**config.mk**
```make
export PLATFORM = sky130hd
export DESIGN_NAME = rfbw_access_sm
export DESIGN_NICKNAME = d
export VERILOG_FILES = /design/src/rfbw_pkg.sv /design/src/rfbw_wait_if.sv /design/src/rfbw_access_sm.sv /design/src/rfbw_wait_cnt.sv
export SDC_FILE = /design/constraint.sdc
export NUM_CORES = 1
export LEC_CHECK = 0
export BUFFER_PORTS_ARGS = -buffer_cell sky130_fd_sc_hd__buf_2
export CAP_MARGIN = 25
export CORE_ASPECT_RATIO = 1.75
export CORE_MARGIN = 3
export CORE_UTILIZATION = 40
export CTS_CLUSTER_DIAMETER = 120
export DETAILED_ROUTE_END_ITERATION = 8
export PLACE_DENSITY_LB_ADDON = 0.25
export SETUP_SLACK_MARGIN = 0.15
export SYNTH_ARGS = -nofsm -noshare
export SYNTH_HDL_FRONTEND = slang
export SYNTH_SLANG_ARGS = --single-unit
```
**constraint.sdc**
```tcl
create_clock -name clock -period 3.2 [get_ports clock]
set_clock_uncertainty 0.2 [all_clocks]
set_input_delay 0.32 -clock clock [delete_from_list [all_inputs] [get_ports clock]]
set_output_delay 0.32 -clock clock [all_outputs]
set_load 0.05 [all_outputs]
```
**src/rfbw_pkg.sv**
```systemverilog
package rfbw_pkg;

  // ****************************************************************
  // Field widths and encodings
  // ****************************************************************
  localparam int IW_W = 2;
  localparam int DW_W = 3;
  localparam logic [1:0] MS_DATA_MEMORY = 2'h0;
  localparam logic [1:0] MS_INSTRUCTION_MEMORY = 2'h1;
  localparam logic [1:0] MS_PCLO = 2'h2;
  localparam logic [1:0] MS_PCHI = 2'h3;

  // ****************************************************************
  // Reset values
  // ****************************************************************
  localparam logic [7:0]  RIC_RST   = 8'h00;
  localparam logic [15:0] PC_RST    = 16'h0000;
  localparam logic [7:0]  INSTR_LOW_HOLDING_LATCH_RST  = 8'h00;

  // Remote control register field positions
  localparam int RIC_MS_LSB = 0;
  localparam int RIC_LOR    = 2;

  // Half T-state at 125 MHz rounds to one clock of delay
  localparam int T_STATE_NS  = 8;
  localparam int CLK_NS      = 8;
  localparam int TSTATE_CYC  = (T_STATE_NS + CLK_NS - 1) / CLK_NS;

  typedef enum {
    RFBW_A1, RFBW_A2, RFBW_B, RFBW_C, RFBW_D1, RFBW_D2, RFBW_D3,
    RFBW_D4, RFBW_D5, RFBW_D6, RFBW_E, RFBW_F, RFBW_G
  } rfbw_state_t;

endpackage

```
**src/rfbw_wait_if.sv**
```systemverilog
`timescale 1ns/1ns
interface rfbw_wait_if;
  import rfbw_pkg::*;
  logic            load;
  logic [IW_W-1:0] iw_init;
  logic [DW_W-1:0] dw_init;
  logic            use_instr;
  logic            step;
  logic            done;
  modport ctl (output load, iw_init, dw_init, use_instr, step, input done);
  modport cnt (input load, iw_init, dw_init, use_instr, step, output done);
endinterface

```
**src/rfbw_access_sm.sv**
```systemverilog
`timescale 1ns/1ns
// Contract
// Stay idle until remote write condition
// Override or local grant holds second idle
// Idle states grant local requests when locked
// Acknowledge low at once on remote write
// Arbitrate next clock; no grants until termination
// Local data access waits until termination
// Buses float half T-state into arbitration; code floats them from the first arbitration clock (state RFBW_B)
// Ownership high, load wait counters
// Instruction strobe in access start if high
// Command writes control register, delayed effect
// Select 10/11 write program counter bytes
// Select 00 strobes data write, waits
// Instruction bytes paired via holding latch
// High-byte flag cleared by reset, select write; code clears it only on writes selecting instruction memory
// Wait low extends access
// Termination raises acknowledge, keeps ownership
// Remote ends cycle after acknowledge high
// Ownership drops, buses float half T-state
// Increment program counter after high byte
// Hold until condition drops, then idle
// One T-state before taking bus
// Address settles one T-state before strobe
// One clock, sampled each T-state
module rfbw_access_sm
  import rfbw_pkg::*;
(
  input  wire logic        clock,
  input  wire logic        rst_n,
  input  wire logic        remote_enable,
  input  wire logic        remote_write_strobe_n,
  input  wire logic        cmd,
  input  wire logic        wait_n,
  input  wire logic        local_bus_request,
  input  wire logic        lock,
  input  wire logic        local_data_access,
  input  wire logic [7:0]  ad_in,
  input  wire logic [IW_W-1:0] instr_wait_field,
  input  wire logic [DW_W-1:0] data_wait_field,
  output logic             transfer_acknowledge,
  output logic             local_bus_ownership_n,
  output logic             local_bus_grant,
  output logic             tcu_remote_wait,
  output logic             bus_drive_en,
  output logic             mem_write_n,
  output logic             instr_write_strobe_n,
  output logic [15:0]      instr_word,
  output logic [15:0]      program_counter,
  output logic [7:0]       remote_interface_control_reg,
  output logic             high_byte_flag
);

  // ****************************************************************
  // Reset release
  // ****************************************************************
  logic rst_s1_r;
  logic rst_s2_r;
  always_ff @(posedge clock or negedge rst_n) begin
    if (!rst_n) begin
      rst_s1_r <= 1'b0;
      rst_s2_r <= 1'b0;
    end else begin
      rst_s1_r <= 1'b1;
      rst_s2_r <= rst_s1_r;
    end
  end
  wire logic rstn = rst_s2_r;

  // ****************************************************************
  // State and decode
  // ****************************************************************
  rfbw_state_t state_r;
  rfbw_state_t state_nxt;
  logic        rwc;
  logic        grant_r;
  logic        float_r;
  logic [7:0]  ric_pend_r;
  logic        ric_pend_v_r;
  logic [7:0]  instr_low_holding_latch_r;
  logic        wrote_hi_r;
  logic        local_override_bit;
  logic [1:0]  ms;
  rfbw_wait_if w ();

  function automatic logic is_access(input rfbw_state_t s);
    return s inside {RFBW_D1, RFBW_D2, RFBW_D3, RFBW_D4, RFBW_D5,
                     RFBW_D6};
  endfunction

  function automatic logic is_idle(input rfbw_state_t s);
    return s inside {RFBW_A1, RFBW_A2};
  endfunction

  assign rwc = remote_enable && !remote_write_strobe_n;
  assign local_override_bit = remote_interface_control_reg[RIC_LOR];
  assign ms  = remote_interface_control_reg[RIC_MS_LSB +: 2];

  always_comb begin
    state_nxt = state_r;
    unique case (state_r)
      RFBW_A1, RFBW_A2: begin
        if (!rwc) begin
          state_nxt = RFBW_A1;
        end else if (local_override_bit || grant_r || local_bus_request) begin
          state_nxt = RFBW_A2;
        end else begin
          state_nxt = RFBW_B;
        end
      end
      RFBW_B: state_nxt = RFBW_C;
      RFBW_C: begin
        if (cmd) begin
          state_nxt = RFBW_D1;
        end else begin
          unique case (ms)
            MS_PCLO: state_nxt = RFBW_D2;
            MS_PCHI: state_nxt = RFBW_D3;
            MS_DATA_MEMORY: state_nxt = RFBW_D4;
            MS_INSTRUCTION_MEMORY: begin
              state_nxt = high_byte_flag ? RFBW_D6 : RFBW_D5;
            end
          endcase
        end
      end
      RFBW_D1, RFBW_D2, RFBW_D3, RFBW_D4, RFBW_D5, RFBW_D6: begin
        if (w.done && wait_n) begin
          state_nxt = RFBW_E;
        end
      end
      RFBW_E: state_nxt = RFBW_F;
      RFBW_F: state_nxt = rwc ? RFBW_G : RFBW_A1;
      RFBW_G: state_nxt = rwc ? RFBW_G : RFBW_A1;
    endcase
  end

  always_ff @(posedge clock or negedge rstn) begin
    if (!rstn) begin
      state_r <= RFBW_A1;
    end else begin
      state_r <= state_nxt;
    end
  end

  // ****************************************************************
  // Wait-state counters
  // ****************************************************************
  assign w.load      = (state_r == RFBW_B);
  assign w.iw_init   = instr_wait_field;
  assign w.dw_init   = data_wait_field;
  assign w.use_instr = (state_r == RFBW_D6);
  assign w.step      = is_access(state_r);

  rfbw_wait_cnt u_wait (
    .clock (clock),
    .rst_n (rstn),
    .w     (w)
  );

  // ****************************************************************
  // Local bus arbitration
  // ****************************************************************
  always_ff @(posedge clock or negedge rstn) begin
    if (!rstn) begin
      grant_r <= 1'b0;
    end else if (!local_bus_request) begin
      grant_r <= 1'b0;
    end else if (lock && (is_idle(state_r) || state_r == RFBW_G ||
                 (state_r == RFBW_F && !float_r))) begin
      grant_r <= 1'b1;
    end
  end
  assign local_bus_grant = grant_r;

  // Timing unit stalls a local data access from arbitration until termination
  assign tcu_remote_wait = local_data_access && !grant_r &&
                           (state_r inside {RFBW_B, RFBW_C} ||
                            is_access(state_r));

  // ****************************************************************
  // Bus float, from the clock arbitration starts (state RFBW_B)
  // ****************************************************************
  always_ff @(posedge clock or negedge rstn) begin
    if (!rstn) begin
      float_r <= 1'b0;
    end else begin
      float_r <= (state_nxt inside {RFBW_B, RFBW_C, RFBW_E, RFBW_F}) ||
                 is_access(state_nxt);
    end
  end
  assign bus_drive_en = !float_r && !(state_r == RFBW_F);

  // ****************************************************************
  // Outputs
  // ****************************************************************
  always_comb begin
    transfer_acknowledge = 1'b1;
    if (state_r inside {RFBW_B, RFBW_C} || is_access(state_r)) begin
      transfer_acknowledge = 1'b0;
    end else if (is_idle(state_r) && rwc) begin
      transfer_acknowledge = 1'b0;
    end
  end

  always_ff @(posedge clock or negedge rstn) begin
    if (!rstn) begin
      local_bus_ownership_n <= 1'b0;
      mem_write_n           <= 1'b1;
      instr_write_strobe_n  <= 1'b1;
    end else begin
      local_bus_ownership_n <= state_nxt inside {RFBW_C, RFBW_E} ||
                               is_access(state_nxt);
      mem_write_n <= !(state_nxt == RFBW_D4);
      instr_write_strobe_n <= !((state_nxt == RFBW_C && !cmd &&
                                ms == MS_INSTRUCTION_MEMORY && high_byte_flag) ||
                               state_nxt == RFBW_D6);
    end
  end

  // ****************************************************************
  // Instruction byte pairing and program counter
  // ****************************************************************
  always_ff @(posedge clock or negedge rstn) begin
    if (!rstn) begin
      instr_low_holding_latch_r     <= INSTR_LOW_HOLDING_LATCH_RST;
      instr_word <= '0;
      wrote_hi_r <= 1'b0;
    end else begin
      if (state_r == RFBW_C && state_nxt == RFBW_D5) begin
        instr_low_holding_latch_r <= ad_in;
      end
      if (state_r == RFBW_C && state_nxt == RFBW_D6) begin
        instr_word <= {ad_in, instr_low_holding_latch_r};
      end
      if (state_r == RFBW_C) begin
        wrote_hi_r <= (state_nxt == RFBW_D6);
      end
    end
  end

  always_ff @(posedge clock or negedge rstn) begin
    if (!rstn) begin
      high_byte_flag <= 1'b0;
    end else if (ric_pend_v_r && state_r == RFBW_F &&
                 ric_pend_r[RIC_MS_LSB +: 2] == MS_INSTRUCTION_MEMORY) begin
      high_byte_flag <= 1'b0;
    end else if (state_r == RFBW_E &&
                 (wrote_hi_r || high_byte_flag == 1'b0) &&
                 !cmd && ms == MS_INSTRUCTION_MEMORY) begin
      high_byte_flag <= !high_byte_flag;
    end
  end

  always_ff @(posedge clock or negedge rstn) begin
    if (!rstn) begin
      program_counter <= PC_RST;
    end else if (state_r == RFBW_C && state_nxt == RFBW_D2) begin
      program_counter[7:0] <= ad_in;
    end else if (state_r == RFBW_C && state_nxt == RFBW_D3) begin
      program_counter[15:8] <= ad_in;
    end else if (state_r == RFBW_F && wrote_hi_r) begin
      program_counter <= program_counter + 16'h0001;
    end
  end

  // ****************************************************************
  // Control register, applied one T-state after the write ends
  // ****************************************************************
  always_ff @(posedge clock or negedge rstn) begin
    if (!rstn) begin
      ric_pend_r   <= RIC_RST;
      ric_pend_v_r <= 1'b0;
      remote_interface_control_reg <= RIC_RST;
    end else begin
      if (state_r == RFBW_C && cmd) begin
        ric_pend_r   <= ad_in;
        ric_pend_v_r <= 1'b1;
      end else if (state_r == RFBW_F && ric_pend_v_r) begin
        remote_interface_control_reg <= ric_pend_r;
        ric_pend_v_r <= 1'b0;
      end
    end
  end
endmodule

```
**src/rfbw_wait_cnt.sv**
```systemverilog
`timescale 1ns/1ns
module rfbw_wait_cnt
  import rfbw_pkg::*;
(
  input  wire logic clock,
  input  wire logic rst_n,
  rfbw_wait_if.cnt  w
);

  logic [IW_W-1:0] iw_r;
  logic [DW_W-1:0] dw_r;

  // ****************************************************************
  // Wait-state counters
  // ****************************************************************
  always_ff @(posedge clock or negedge rst_n) begin
    if (!rst_n) begin
      iw_r <= '0;
      dw_r <= '0;
    end else if (w.load) begin
      iw_r <= w.iw_init;
      dw_r <= w.dw_init;
    end else if (w.step) begin
      if (w.use_instr && iw_r != '0) begin
        iw_r <= iw_r - IW_W'(1);
      end
      if (!w.use_instr && dw_r != '0) begin
        dw_r <= dw_r - DW_W'(1);
      end
    end
  end

  assign w.done = w.use_instr ? (iw_r == '0) : (dw_r == '0);

endmodule

```
==> results.sh <==
export IMPL_top_regs="state_r x32, instr_word x16, program_counter x16"
export IMPL_synth_area_leaders="dfrtp_1 57%, mux2_2 10%, mux2_4 2.7%"
export IMPL_floorplan_die_width_um=85.8
export IMPL_via_count=3096
export IMPL_clkSlewWorstSetupHoldPaths_ns=0.07
export IMPL_global_route_wire_length_before_repair_um=16600
export IMPL_post_layout_nonfiller_instances=605
export IMPL_die_h_um=146
export IMPL_largest_register_ff_count=32
export IMPL_rsz0062_at_grt="true"
export IMPL_setup_worst_path_start_class="register"
export IMPL_number_of_cells_traversed_by_the_worst_register_to_register_path=7
export IMPL_die_area_mm2=0.0125
export IMPL_setup_total_negative_slack_ns=0
export IMPL_place_detailed_instances=586
export IMPL_clock_latency_ns=0.34
export IMPL_num_fill_cells=1003
export IMPL_cts_root_to_sink_buffers=2
export IMPL_worst_hold_path_type="in2reg"
export IMPL_synth_cell_type_count=55
export IMPL_antenna_cells=0
export IMPL_synth_top_area_share_pct=56.6
export IMPL_placement_rows=50
export IMPL_slew_headroom_pct=61.0
export IMPL_final_hold_violation_count=0
export IMPL_viasPerCell=5.12
export IMPL_detailed_place_hpwl_um=7480
export IMPL_largest_net_degree_at_the_start_of_global_routing=102
export IMPL_cap_violations=0
export IMPL_run_status="finished clean"
export IMPL_regToRegStartpoint="state_r[25]"
export IMPL_remaining_drc_errors=0
export IMPL_pwr_density_cell_mw_per_mm2=445
export IMPL_start_util_pct=41.2
export IMPL_critical_path_peak_fanout=8
export IMPL_gp_routability_congestion=0.852
export IMPL_totalPowerFinal_uw=2450
export IMPL_synth_enable_flop_cells=0
export IMPL_nNetsFinal=498
export IMPL_drtPass1Iterations=4
export IMPL_netlist_area_mm2=0.00446
export IMPL_boundaryPins=70
export IMPL_numClockSinks=103
export IMPL_max_freq_mhz=339
export IMPL_setup_crit_end_kind="register"
export IMPL_synth_seq_cells=103
export IMPL_post_synth_inst_count=353
export IMPL_cp_required_ns=3.22
export IMPL_flow_area_growth_from_synthesis_pct=23.5
export IMPL_leakage_uw=0.00281
export IMPL_slew_violations=0
export IMPL_regToRegEndpoint="program_counter[0]"
export IMPL_cell_type_contributing_the_most_total_cell_area_after_synthesis="dfrtp_1"
export IMPL_reg_with_most_ffs="state_r"
export IMPL_cts_tree="yes"
export IMPL_final_setup_viol_count=0
export IMPL_yosysWarnings=0
export IMPL_drtIter0Drc=134
export IMPL_drt_wl_total_um=10200
export IMPL_core_area_mm2=0.0108
export IMPL_worst_setup_path_type="reg2reg"
export IMPL_ant_nets=0
export IMPL_cp_arrival_ns=2.97
export IMPL_r2r_slack_ns=0.25
export IMPL_post_route_min_period_ns=2.95
export IMPL_post_route_period_util_pct=92.1
export IMPL_route_detailed_wl_per_inst_um=16.9
export IMPL_timing_critical_path_to="program_counter[0]"
export IMPL_drive_gt1_share_pct=37.1
export IMPL_port_buffers=69
export IMPL_worst_pin_slew_ns=0.584
export IMPL_ys_flop_type="dfrtp_1"
export IMPL_synth_async_reset_ratio_pct=100
export IMPL_deepest_level_of_the_cts_h_tree=3
export IMPL_grt_overflow_total=0
export IMPL_antenna_violations_before_repair=0
export IMPL_critical_path_startpoint="state_r[25]"
export IMPL_avg_inst_size_synth_um2=12.6
export IMPL_ir_drop_v=0.000330
export IMPL_number_of_global_route_vias_before_repair=3205
export IMPL_groute_usage_overall_pct=17.2
export IMPL_synth_yosys_seq_area_share_pct=57.8
export IMPL_cts_buffers=9
export IMPL_clock_tree_root_buffer_cell="clkbuf_16"
[routing by layer]
metal  part of all wire (%)  wire [µm]  GRT usage, %
met1                     37       3810          19.2
met4                    2.8        290          6.74
met5                      0          0             0
met2                     55       5660          30.8
met3                    4.6        469          4.36
[worst max-delay path: stages (launching register included)]
cell and delay [ns]:
dfrtp_1 0.39, nor4_4 0.30, nand4_2 0.26, o32a_1 0.40
a41oi_1 0.21, o21ai_2 0.12, or4b_4 0.60, mux2_4 0.34
[cells in the mapped netlist, drive strengths merged (2+ instances only)]
library cell  number
dfstp              2
nor2              15
nand3             15
o21ai             15
nand2             20
xor2               5
o22ai              2
a31oi              3
nor3               6
mux2              56
nor2b              8
or3                3
dfrtp            101
inv               13
xnor2             13
clkbuf             2
buf                7
ha                 6
o211ai             4
nand4              5
conb               2
nor4               9
nand2b             4
and3               7
a21oi              8
mux2i              3
[area by class of cell]
| cell class | instances | area [µm²] | share of cell area (%) |
|---|---|---|---|
| clock inverter | 6 | 46.3 | 0.840 |
| tap | 130 | 163 | 2.95 |
| timing repair buffer | 88 | 503 | 9.13 |
| sequential | 103 | 2580 | 46.9 |
| clock buffer | 10 | 229 | 4.16 |
| multi-input combinational | 255 | 1940 | 35.1 |
| inverter | 13 | 48.8 | 0.886 |
[worst min-delay path by stage]
stage,start,end,slack (ns),cells after the start
after floorplan,rst_n,rst_s1_r,-0.18,0
after global placement,rst_n,rst_s1_r,-0.1,1
after detailed placement,rst_n,rst_s2_r,-0.09,1
after CTS,local_bus_request,local_bus_grant,0.01,2
after global routing,instr_wait_field[1],u_wait.iw_r[1],0.01,2
final,local_bus_request,local_bus_grant,0.01,2
[power breakdown]
part	leakage (µW)	switching, µW	internal [µW]
clock network	0.000129	483	532
logic	0.00136	62.2	31.0
registers	0.00131	15.6	1330
total	0.00281	560	1890
[cell usage in the layout, fill, tap and decap left out, drive strengths merged, types with 10 or more instances in the layout]
cell and count:
buf 87, clkbuf 10, conb 29, dfrtp 101, inv 14, mux2 56, nand2 20, nand3 15
nor2 15, o21ai 15, xnor2 13
[kinds of logic after synthesis]
family          Yosys count  synth area share (%)
simple gates            101                  13.1
xor+xnor                 18                  3.53
fa+ha+maj                 6                  1.68
mux                      59                  15.5
flops                   103                  57.8
compound gates           42                  6.06
other cells               2                 0.168
buf+inv                  22                  2.19
[per-stage QoR]
stage | utilization, % | cell area, µm² | setup WS, ns | hold slack [ns]
after floorplan | - | 4560 | 0.220 | -0.176
after global placement | 47.7 | 5160 | 0.161 | -0.0956
after detailed placement | 47.7 | 5160 | 0.0816 | -0.0919
after CTS | 50.3 | 5450 | 0.155 | 0.0134
after global routing | 50.9 | 5510 | 0.0973 | 0.0120
final | 50.9 | 5510 | 0.254 | 0.0140
[timing repair]
item | 4_1_cts | 5_1_grt
pin swaps | 0 | 10
endpoints found under the setup margin | 8 | 21
resized for setup | 1 | 11
hold buffers | 1 | 0
buffers inserted | 0 | 2
endpoints found under the hold margin | 2 | 0
Power figures use the tool's default switching activity.
